===== src/verilog/flash_cmd_params.svh =====
`ifndef FLASH_CMD_PARAMS_SVH
`define FLASH_CMD_PARAMS_SVH

// Opcodes
`define FLASH_OPC_SET_WL 8'h06
`define FLASH_OPC_CLR_WL 8'h04
`define FLASH_OPC_JEDEC 8'h9f
`define FLASH_OPC_RD_STAT 8'h05
`define FLASH_OPC_WR_STAT 8'h01
`define FLASH_OPC_READ 8'h03
`define FLASH_OPC_QREAD 8'h0b
`define FLASH_OPC_REGION 8'h20
`define FLASH_OPC_ARR_A 8'h52
`define FLASH_OPC_ARR_B 8'hd8
`define FLASH_OPC_FULL_A 8'h60
`define FLASH_OPC_FULL_B 8'hc7
`define FLASH_OPC_PAGE 8'h02
`define FLASH_OPC_SLP_IN 8'hb9
`define FLASH_OPC_SLP_OUT 8'hab
`define FLASH_OPC_MAKER 8'h90

// Order select byte values of the maker/device id read
`define FLASH_ID_ORDER_MFR 8'h00
`define FLASH_ID_ORDER_DEV 8'h01

// Frame lengths in bytes, opcode included
`define FLASH_LEN_SHORT 3'h1
`define FLASH_LEN_WR_STAT 3'h2
`define FLASH_LEN_ADDR 3'h4
`define FLASH_LEN_QREAD 3'h5

// Sector select field of the address
`define FLASH_SECT_MSB 15
`define FLASH_SECT_LSB 12

// Reset value of the write latch
`define FLASH_WL_RESET 1'b0

// Busy time of a program, erase or status write
`define FLASH_OP_TIME_NS 20000
`define FLASH_CLK_PERIOD_NS 10
`define FLASH_OP_CYCLES ((`FLASH_OP_TIME_NS) / (`FLASH_CLK_PERIOD_NS))

`endif


===== src/verilog/flash_cmd_pkg.sv =====
`default_nettype none
package flash_cmd_pkg;

    // Decoder phases
    typedef enum logic [1:0] {
        ST_STANDBY = 2'b00,
        ST_CMD = 2'b01,
        ST_OUT = 2'b10,
        ST_IGNORE = 2'b11
    } dec_st_t;

    // Operation handed to the array data path
    typedef enum logic [2:0] {
        OPK_NONE = 3'b000,
        OPK_WR_STATUS = 3'b001,
        OPK_PAGE = 3'b010,
        OPK_REGION = 3'b011,
        OPK_ARRAY = 3'b100,
        OPK_FULL = 3'b101
    } op_kind_t;

    // Whole state of the decoder
    typedef struct packed {
        dec_st_t st;
        logic cs_q;
        logic sclk_q;
        logic [7:0] sh;
        logic [2:0] bit_cnt;
        logic [2:0] byte_cnt;
        logic [7:0] op;
        logic [23:0] addr;
        logic sel;
        logic [7:0] wdat;
        logic [7:0] obyte;
        logic [2:0] ocnt;
        logic [1:0] oidx;
        logic so;
        logic so_oe;
        logic wl;
        logic active;
        logic sleep;
        logic start;
        op_kind_t kind;
        logic [3:0] sector;
        logic wr_stb;
    } dec_state_t;

endpackage : flash_cmd_pkg
`default_nettype wire


===== src/verilog/pin_sync.sv =====
`timescale 1ns/10ps
`default_nettype none
module pin_sync #(
    parameter int W = 3,
    parameter logic [W-1:0] RST_VAL = '0
) (
    input wire logic clk_i,
    input wire logic rst_b_i,
    input wire logic [W-1:0] d_i,
    output logic [W-1:0] q_o
);

    // Two stages per pin; stage 0 feeds stage 1 only
    logic [1:0][W-1:0] stg_reg;
    logic [1:0][W-1:0] stg_next;

    generate
        if (W < 1) begin : g_bad_width
            $error("pin_sync needs at least one pin");
        end
    endgenerate

    // Shift each pin one stage along
    always_comb begin : p_next
        stg_next = {stg_reg[0], d_i};
    end

    // Synchronous reset to the idle pin levels
    always_ff @(posedge clk_i) begin : p_reg
        if (!rst_b_i) begin
            stg_reg <= {RST_VAL, RST_VAL};
        end else begin
            stg_reg <= stg_next;
        end
    end

    assign q_o = stg_reg[1];

endmodule : pin_sync
`default_nettype wire


===== src/verilog/busy_timer.sv =====
`timescale 1ns/10ps
`default_nettype none
module busy_timer #(
    parameter int CYCLES = 2000
) (
    input wire logic clk_i,
    input wire logic rst_b_i,
    input wire logic start_i,
    output logic busy_o
);

    localparam int CW = $clog2(CYCLES + 1);

    // Busy flag on top, remaining cycles below
    logic [CW:0] st_reg;
    logic [CW:0] st_next;

    generate
        if (CYCLES < 1) begin : g_bad_cycles
            $error("busy_timer needs at least one cycle");
        end
    endgenerate

    // A start restarts the count even while busy
    always_comb begin : p_next
        st_next = st_reg;
        if (start_i) begin
            st_next = {1'b1, CW'(CYCLES)};
        end else if (st_reg[CW-1:0] == CW'(1)) begin
            st_next = '0;
        end else if (st_reg[CW]) begin
            st_next[CW-1:0] = st_reg[CW-1:0] - CW'(1);
        end
    end

    always_ff @(posedge clk_i) begin : p_reg
        if (!rst_b_i) begin
            st_reg <= '0;
        end else begin
            st_reg <= st_next;
        end
    end

    assign busy_o = st_reg[CW];

endmodule : busy_timer
`default_nettype wire


===== src/verilog/spi_flash_cmd_decoder.sv =====
`timescale 1ns/10ps
`default_nettype none
`include "flash_cmd_params.svh"
module spi_flash_cmd_decoder #(
    parameter int OP_CYCLES = `FLASH_OP_CYCLES,
    parameter logic [7:0] MFR_CODE = 8'h5a, // Arbitrary value
    parameter logic [7:0] MEM_TYPE_CODE = 8'h3c, // Arbitrary value
    parameter logic [7:0] CAPACITY_CODE = 8'h0e, // Arbitrary value
    parameter logic [7:0] LEGACY_DEV_CODE = 8'h0d // Arbitrary value
) (
    input wire logic CLK_SYS_I,
    input wire logic RST_B_I,
    input wire logic CS_B_I,
    input wire logic SCLK_I,
    input wire logic SI_I,
    input wire logic [5:0] STATUS_UPPER_I,
    input wire logic [7:0] RD_DATA_I,
    output logic SO_O,
    output logic SO_OE_O,
    output logic WRITE_LATCH_O,
    output logic BUSY_FLAG_O,
    output logic ACTIVE_O,
    output logic SLEEP_O,
    output logic OP_START_O,
    output logic [2:0] OP_KIND_O,
    output logic [23:0] ADDR_O,
    output logic [3:0] SECTOR_O,
    output logic [7:0] WR_DATA_O,
    output logic WR_STB_O
);

    flash_cmd_pkg::dec_state_t r;
    flash_cmd_pkg::dec_state_t n;
    logic cs_s;
    logic sclk_s;
    logic si_s;
    logic [2:0] pins_s;
    logic busy;
    logic cs_rise;
    logic cs_fall;
    logic sclk_rise;
    logic sclk_fall;

    generate
        if (OP_CYCLES < 1) begin : g_bad_cycles
            $error("OP_CYCLES must be at least one");
        end
    endgenerate

    // Opcodes the device knows at all
    function automatic logic known_op(input logic [7:0] op);
        case (op)
            `FLASH_OPC_SET_WL, `FLASH_OPC_CLR_WL, `FLASH_OPC_JEDEC,
            `FLASH_OPC_RD_STAT, `FLASH_OPC_WR_STAT, `FLASH_OPC_READ,
            `FLASH_OPC_QREAD, `FLASH_OPC_REGION, `FLASH_OPC_ARR_A,
            `FLASH_OPC_ARR_B, `FLASH_OPC_FULL_A, `FLASH_OPC_FULL_B,
            `FLASH_OPC_PAGE, `FLASH_OPC_SLP_IN, `FLASH_OPC_SLP_OUT,
            `FLASH_OPC_MAKER: known_op = 1'b1;
            default: known_op = 1'b0;
        endcase
    endfunction : known_op

    // Commands that change content and need the write latch
    function automatic logic needs_wl(input logic [7:0] op);
        case (op)
            `FLASH_OPC_WR_STAT, `FLASH_OPC_PAGE, `FLASH_OPC_REGION,
            `FLASH_OPC_ARR_A, `FLASH_OPC_ARR_B, `FLASH_OPC_FULL_A,
            `FLASH_OPC_FULL_B: needs_wl = 1'b1;
            default: needs_wl = 1'b0;
        endcase
    endfunction : needs_wl

    // Byte count after which output starts, zero for none
    function automatic logic [2:0] out_start(input logic [7:0] op);
        case (op)
            `FLASH_OPC_RD_STAT, `FLASH_OPC_JEDEC: out_start = `FLASH_LEN_SHORT;
            `FLASH_OPC_READ, `FLASH_OPC_MAKER,
            `FLASH_OPC_SLP_OUT: out_start = `FLASH_LEN_ADDR;
            `FLASH_OPC_QREAD: out_start = `FLASH_LEN_QREAD;
            default: out_start = 3'h0;
        endcase
    endfunction : out_start

    // Frame length that lets a command execute; page needs more than four bytes
    function automatic logic exec_ok(input logic [7:0] op,
                                     input logic [2:0] nb);
        case (op)
            `FLASH_OPC_SET_WL, `FLASH_OPC_CLR_WL, `FLASH_OPC_FULL_A,
            `FLASH_OPC_FULL_B, `FLASH_OPC_SLP_IN,
            `FLASH_OPC_SLP_OUT: exec_ok = (nb == `FLASH_LEN_SHORT);
            `FLASH_OPC_WR_STAT: exec_ok = (nb == `FLASH_LEN_WR_STAT);
            `FLASH_OPC_REGION, `FLASH_OPC_ARR_A,
            `FLASH_OPC_ARR_B: exec_ok = (nb == `FLASH_LEN_ADDR);
            `FLASH_OPC_PAGE: exec_ok = (nb > `FLASH_LEN_ADDR);
            default: exec_ok = 1'b0;
        endcase
    endfunction : exec_ok

    // Operation kind passed to the data path
    function automatic flash_cmd_pkg::op_kind_t kind_of(input logic [7:0] op);
        case (op)
            `FLASH_OPC_WR_STAT: kind_of = flash_cmd_pkg::OPK_WR_STATUS;
            `FLASH_OPC_PAGE: kind_of = flash_cmd_pkg::OPK_PAGE;
            `FLASH_OPC_REGION: kind_of = flash_cmd_pkg::OPK_REGION;
            `FLASH_OPC_ARR_A, `FLASH_OPC_ARR_B: kind_of = flash_cmd_pkg::OPK_ARRAY;
            `FLASH_OPC_FULL_A, `FLASH_OPC_FULL_B: kind_of = flash_cmd_pkg::OPK_FULL;
            default: kind_of = flash_cmd_pkg::OPK_NONE;
        endcase
    endfunction : kind_of

    // Opcode admission; sleep lets only the wake opcode through
    function automatic logic accept(input logic [7:0] op, input logic bsy,
                                    input logic wl, input logic slp);
        if (slp) begin
            accept = (op == `FLASH_OPC_SLP_OUT);
        end else if (!known_op(op)) begin
            accept = 1'b0;
        end else if (bsy && (needs_wl(op) || op == `FLASH_OPC_READ ||
                 op == `FLASH_OPC_QREAD || op == `FLASH_OPC_JEDEC)) begin
            accept = 1'b0;
        end else begin
            accept = !(needs_wl(op) && !wl);
        end
    endfunction : accept

    // Next byte of an output phase
    function automatic logic [7:0] out_byte(input logic [7:0] op,
        input logic [1:0] idx, input logic sel, input logic [7:0] stat,
        input logic [7:0] rd);
        case (op)
            `FLASH_OPC_RD_STAT: out_byte = stat;
            `FLASH_OPC_READ, `FLASH_OPC_QREAD: out_byte = rd;
            `FLASH_OPC_JEDEC: begin
                case (idx)
                    2'h0: out_byte = MFR_CODE;
                    2'h1: out_byte = MEM_TYPE_CODE;
                    2'h2: out_byte = CAPACITY_CODE;
                    default: out_byte = 8'h00;
                endcase
            end
            `FLASH_OPC_MAKER: begin
                out_byte = (idx[0] ^ sel) ? LEGACY_DEV_CODE : MFR_CODE;
            end
            `FLASH_OPC_SLP_OUT: out_byte = LEGACY_DEV_CODE;
            default: out_byte = 8'h00;
        endcase
    endfunction : out_byte

    // CS idles high, so its stages reset to one
    pin_sync #(
        .W(3),
        .RST_VAL(3'h4)
    ) u_pin_sync (
        .clk_i(CLK_SYS_I),
        .rst_b_i(RST_B_I),
        .d_i({CS_B_I, SCLK_I, SI_I}),
        .q_o(pins_s)
    );

    // Timer stands in for the array's program and erase time
    busy_timer #(
        .CYCLES(OP_CYCLES)
    ) u_busy_timer (
        .clk_i(CLK_SYS_I),
        .rst_b_i(RST_B_I),
        .start_i(r.start),
        .busy_o(busy)
    );

    // Edges of the sampled pins; either SCLK idle level works
    assign cs_s = pins_s[2];
    assign sclk_s = pins_s[1];
    assign si_s = pins_s[0];
    assign cs_rise = cs_s & ~r.cs_q;
    assign cs_fall = ~cs_s & r.cs_q;
    assign sclk_rise = sclk_s & ~r.sclk_q;
    assign sclk_fall = ~sclk_s & r.sclk_q;

    // Frame decoder
    always_comb begin : p_next
        logic [7:0] byte_in;
        logic [7:0] op_now;
        logic [7:0] ob;
        byte_in = {r.sh[6:0], si_s};
        op_now = (r.byte_cnt == 3'h0) ? byte_in : r.op;
        ob = 8'h00;
        n = r;
        n.start = 1'b0;
        n.wr_stb = 1'b0;
        n.cs_q = cs_s;
        n.sclk_q = sclk_s;
        if (cs_s) begin
            // Partial bytes fail here, so the command is dropped
            if (cs_rise && r.st == flash_cmd_pkg::ST_CMD &&
                r.bit_cnt == 3'h0 && exec_ok(r.op, r.byte_cnt)) begin
                case (r.op)
                    `FLASH_OPC_SET_WL: n.wl = 1'b1;
                    `FLASH_OPC_CLR_WL: n.wl = 1'b0;
                    `FLASH_OPC_SLP_IN: n.sleep = 1'b1;
                    `FLASH_OPC_SLP_OUT: n.sleep = 1'b0;
                    default: begin
                        n.start = 1'b1;
                        n.kind = kind_of(r.op);
                        n.wl = 1'b0;
                        n.sector = r.addr[`FLASH_SECT_MSB:`FLASH_SECT_LSB];
                    end
                endcase
            end
            // Read frames end here at any bit without executing
            n.st = flash_cmd_pkg::ST_STANDBY;
            n.so_oe = 1'b0;
            n.active = 1'b0;
        end else if (cs_fall) begin
            n.st = flash_cmd_pkg::ST_CMD;
            n.bit_cnt = 3'h0;
            n.byte_cnt = 3'h0;
            n.ocnt = 3'h0;
            n.oidx = 2'h0;
        end else begin
            case (r.st)
                flash_cmd_pkg::ST_CMD: begin
                    if (sclk_rise) begin
                        n.sh = byte_in;
                        n.bit_cnt = r.bit_cnt + 3'h1;
                    end
                    if (sclk_rise && r.bit_cnt == 3'h7) begin
                        // Count saturates; long page frames stay valid
                        if (r.byte_cnt != 3'h7) begin
                            n.byte_cnt = r.byte_cnt + 3'h1;
                        end
                        if (r.byte_cnt == 3'h0) begin
                            n.op = byte_in;
                            if (accept(byte_in, busy, r.wl, r.sleep)) begin
                                n.active = 1'b1;
                            end else begin
                                n.st = flash_cmd_pkg::ST_IGNORE;
                            end
                        end else begin
                            if (r.byte_cnt < `FLASH_LEN_ADDR) begin
                                n.addr = {r.addr[15:0], byte_in};
                            end
                            if (r.op == `FLASH_OPC_MAKER &&
                                r.byte_cnt == 3'h3) begin
                                n.sel = byte_in[0];
                            end
                            if (r.op == `FLASH_OPC_WR_STAT ||
                                (r.op == `FLASH_OPC_PAGE &&
                                 r.byte_cnt >= `FLASH_LEN_ADDR)) begin
                                n.wdat = byte_in;
                                n.wr_stb = 1'b1;
                            end
                        end
                        // Zero means no output; the 3-bit sum wraps at 7
                        if (n.st == flash_cmd_pkg::ST_CMD &&
                            out_start(op_now) != 3'h0 &&
                            out_start(op_now) == r.byte_cnt + 3'h1) begin
                            n.st = flash_cmd_pkg::ST_OUT;
                        end
                    end
                end
                flash_cmd_pkg::ST_OUT: begin
                    // SO only moves on the falling edge
                    if (sclk_fall) begin
                        n.so_oe = 1'b1;
                        n.ocnt = r.ocnt + 3'h1;
                        if (r.ocnt == 3'h0) begin
                            ob = out_byte(r.op, r.oidx, r.sel,
                                {STATUS_UPPER_I, r.wl, busy}, RD_DATA_I);
                            n.so = ob[7];
                            n.obyte = {ob[6:0], 1'b0};
                            if (r.oidx != 2'h3) begin
                                n.oidx = r.oidx + 2'h1;
                            end
                            if (r.op == `FLASH_OPC_READ ||
                                r.op == `FLASH_OPC_QREAD) begin
                                n.addr = r.addr + 24'h1;
                            end
                        end else begin
                            n.so = r.obyte[7];
                            n.obyte = {r.obyte[6:0], 1'b0};
                        end
                    end
                end
                default: begin
                    // Standby and ignore wait for CS
                end
            endcase
        end
    end

    // Whole state registered at once
    always_ff @(posedge CLK_SYS_I) begin : p_reg
        if (!RST_B_I) begin
            r <= '0;
            r.cs_q <= 1'b1;
            r.wl <= `FLASH_WL_RESET;
        end else begin
            r <= n;
        end
    end

    assign SO_O = r.so;
    assign SO_OE_O = r.so_oe;
    assign WRITE_LATCH_O = r.wl;
    assign BUSY_FLAG_O = busy;
    assign ACTIVE_O = r.active;
    assign SLEEP_O = r.sleep;
    assign OP_START_O = r.start;
    assign OP_KIND_O = r.kind;
    assign ADDR_O = r.addr;
    assign SECTOR_O = r.sector;
    assign WR_DATA_O = r.wdat;
    assign WR_STB_O = r.wr_stb;
endmodule : spi_flash_cmd_decoder
`default_nettype wire


===== config.mk =====
export PLATFORM = sky130hd
export DESIGN_NAME = spi_flash_cmd_decoder
export DESIGN_NICKNAME = d
export VERILOG_FILES = /design/src/verilog/flash_cmd_pkg.sv /design/src/verilog/pin_sync.sv /design/src/verilog/busy_timer.sv /design/src/verilog/spi_flash_cmd_decoder.sv
export VERILOG_INCLUDE_DIRS = /design/src /design/src/verilog
export SDC_FILE = /design/constraint.sdc
export NUM_CORES = 1
export LEC_CHECK = 0
export BUFFER_PORTS_ARGS = -buffer_cell sky130_fd_sc_hd__buf_2
export CAP_MARGIN = 40
export CORE_MARGIN = 1.5
export CORE_UTILIZATION = 30
export CTS_BUF_LIST = sky130_fd_sc_hd__clkbuf_8
export CTS_CLUSTER_DIAMETER = 60
export CTS_CLUSTER_SIZE = 25
export DETAILED_ROUTE_END_ITERATION = 8
export PLACE_DENSITY = 0.47
export SETUP_SLACK_MARGIN = 0.1
export SLEW_MARGIN = 20
export SYNTH_ARGS = -nofsm -noshare
export SYNTH_HDL_FRONTEND = slang
export SYNTH_SLANG_ARGS = --single-unit

===== constraint.sdc =====
create_clock -name CLK_SYS_I -period 2.62 [get_ports CLK_SYS_I]
set_input_delay 0 -clock CLK_SYS_I [delete_from_list [all_inputs] [get_ports CLK_SYS_I]]
set_output_delay 0 -clock CLK_SYS_I [all_outputs]
set_load 0.02 [all_outputs]

==> results.ini <==
[setup_path]
cp.required_ps=2870
critPathCaptureType=flop
path_class=reg2reg
cp_slowest_cell=dfxtp_1
path_max_fanout=12
arrival_ps=2540
path_cells=nor4_4 -> nand3_2 -> a311o_1 -> or2_0 -> buf_4 -> o21ai_0 -> a21oi_1
setup.worst_path.start_class=flop
worst_path_largest_cell_delay_ps=450

[global_route]
grt_max_degree=66
grtUsageTotal_pct=17.2
gr-total-overflow=0
antenna_found_initial=0
grt_pass1_wl_mm=29.5
first_global_vias=5221

[floorplan]
start_util_pct=30.5
dieArea_um2=21300
die_x_um=146
coreArea_um2=20200
rows=52
pin_count=66
die_y_um=146

[placed_design]
pre_cts_ws_ps=225
place_congestion=0.810
dpl-instance-area_um2=6570
io_buffers=65
placed_cells=1065
dpl.hpwl_mm=12.7

[sta]
fin_ws_ps=330
fin_crit_ps=2290
maxSlewViolCount=0
setup-tns-final_ps=0
finalCritPeriodShare_pct=87.4
rsz0062_at_grt=no
timing.final.hold_violations=0
fin_skew_ps=10.9
worst_slew_pin_slew_ps=852
fmax_ghz=0.437
setup-violations-final=0
relSlewSlack_pct=43.2

[pwr]
ir_worst_vdd_v=0.000188
power_density_nw_per_um2=391
power.leakage_nw=2.59

[synthesis]
ys_types=71
synth_compound_area_share_pct=21.1
yosysWarnings=0
ys.flop_type=dfxtp_1
synth_area_leader_cell=dfxtp_1
synth_top_area_share_pct=33.2
synth-async-reset-ratio_pct=0
synthAdderAreaFrac_pct=3.67
synth_edf_count=0
synth_top_family_by_area=simple AND/OR/NAND/NOR gates
syn_area_um2=6140
synth.net_count=825
synthCells=788
syn_area_per_cell_um2=7.80
muxShareOfSynthArea_pct=3.42
synth-xor-area-share_pct=1.71
ys_seq_elements=102
synth.yosys.seq_area_share_pct=33.2
synthSimpleGateAreaFrac_pct=26.9
synth_area_leaders=dfxtp_1 33%, nor2_1 5.4%, a21oi_1 4.9%

[clocking]
cts_made_buffers=9
cts_tree=yes
clk_pin_slew_ps=100
cts_max_level=3
clockBufferDepth=2
clock_sink_count=102
clk_latency_ps=390
clockRootBuffer=clkbuf_8

[route]
drcViolationCount=0
drt_iter0_drc=448
num_vias=5659
wl_per_cell_um=16.9
vias_per_cell=5.23
first_pass_iters=7
ant_nets=0
finalWirelength_mm=18.3

[final_layout]
diodes=0
fin_area_um2=6800
nets=846
syn_to_final_growth_pct=10.7
largest_reg_flops=31
drive_above_1_share_pct=15.9
utilization_pct=33.7
finalNonFillerCells=1082

[run_status]
outcome=finished clean

[worst_hold_path]
hold_path_class=in2reg

[flow_run]
max_cap_violations=0

## synth_stat cells, drive strengths merged (11+ instances only)
master / number
a31oi: 11
o21ai: 52
a21oi: 60
and2: 12
buf: 51
inv: 27
clkbuf: 40
nand3: 24
a221oi: 12
nor2: 90
nor2b: 15
ha: 18
nand4: 16
dfxtp: 102
nand2: 67
nor3: 22
mux2i: 21
## logic make-up after synthesis
group,count (synthesis)
AO/OA/AOI/OAI,202
XOR/XNOR,12
multiplexers,21
adder cells (fa/ha/maj),18
flip-flops,102
AND/OR/NAND/NOR,315
buffers and inverters,118
## final timing paths
path / slack (ps) / endpoint / cells after the start / start
setup reg to reg: 330 / SECTOR_O[3]$_SDFFE_PN0P_ / 7 / r[64]$_SDFFE_PN0P_
hold / removal: 30 / r[26]$_SDFFE_PN0P_ / 5 / STATUS_UPPER_I[4]
hold reg to reg: 440 / u_pin_sync.q_o[0]$_SDFF_PN0_ / 1 / u_pin_sync.stg_next[3]$_SDFF_PN0_
setup / recovery: 330 / SECTOR_O[3]$_SDFFE_PN0P_ / 7 / r[64]$_SDFFE_PN0P_
## critical path, delay by kind of cell, from the launching register on
family | cells | cell delay, ps
compound gates | 3 | 670
buf+inv | 1 | 210
flops | 1 | 450
simple gates | 3 | 820
## metrics by stage
step / power, mW / hold WS [ps]
finish: 2.66 / 31.1
global placement: 1.67 / 183
detailed placement: 1.67 / 185
CTS: 2.71 / 13.7
floorplan: 1.63 / 73.0
global route: 2.77 / 63.9
## per-layer routing
| layer | vias up | track usage, % | wire (µm) |
|---|---|---|---|
| li1 | 2831 | - | - |
| met1 | 2688 | 24.2 | 9080 |
| met2 | 121 | 27.0 | 8270 |
| met3 | 19 | 2.88 | 713 |
| met4 | 0 | 5.05 | 226 |
| met5 | - | 0 | 0 |
## cell type report
class,instances,area (µm²)
fillers,2181,13400
well taps,270,338
flip-flops and latches,102,2040
repair buffers,101,616
inverters,27,101
multi-input cells,568,3510
clock buffers,11,151
clock inverters,3,37.5
## power by group
part | switching [mW] | internal, mW
combinational | 0.0454 | 0.0250
clock | 0.554 | 0.478
sequential | 0.00521 | 1.55
total | 0.604 | 2.06
## placed cells by master, fill, tap and decap left out, types with 14 or more instances in the layout
| cell | netlist | layout |
|---|---|---|
| nor3_1 | 21 | 20 |
| buf_2 | 6 | 65 |
| ha_1 | 18 | 18 |
| nor2b_1 | 15 | 14 |
| buf_4 | 39 | 32 |
| inv_1 | 27 | 28 |
| nand3_1 | 23 | 23 |
| a21oi_1 | 60 | 59 |
| nand4_1 | 16 | 16 |
| nor2_1 | 89 | 89 |
| mux2i_1 | 21 | 21 |
| o21ai_0 | 51 | 51 |
| nand2_1 | 67 | 67 |
| dfxtp_1 | 102 | 101 |
## timing repair
action	in CTS	in global routing
resized for setup	0	5
hold buffers	3	0
endpoints found under the setup margin	0	21
setup buffers	0	0
endpoints found under the hold margin	3	0
No activity file was read; power rests on OpenSTA's default activity.
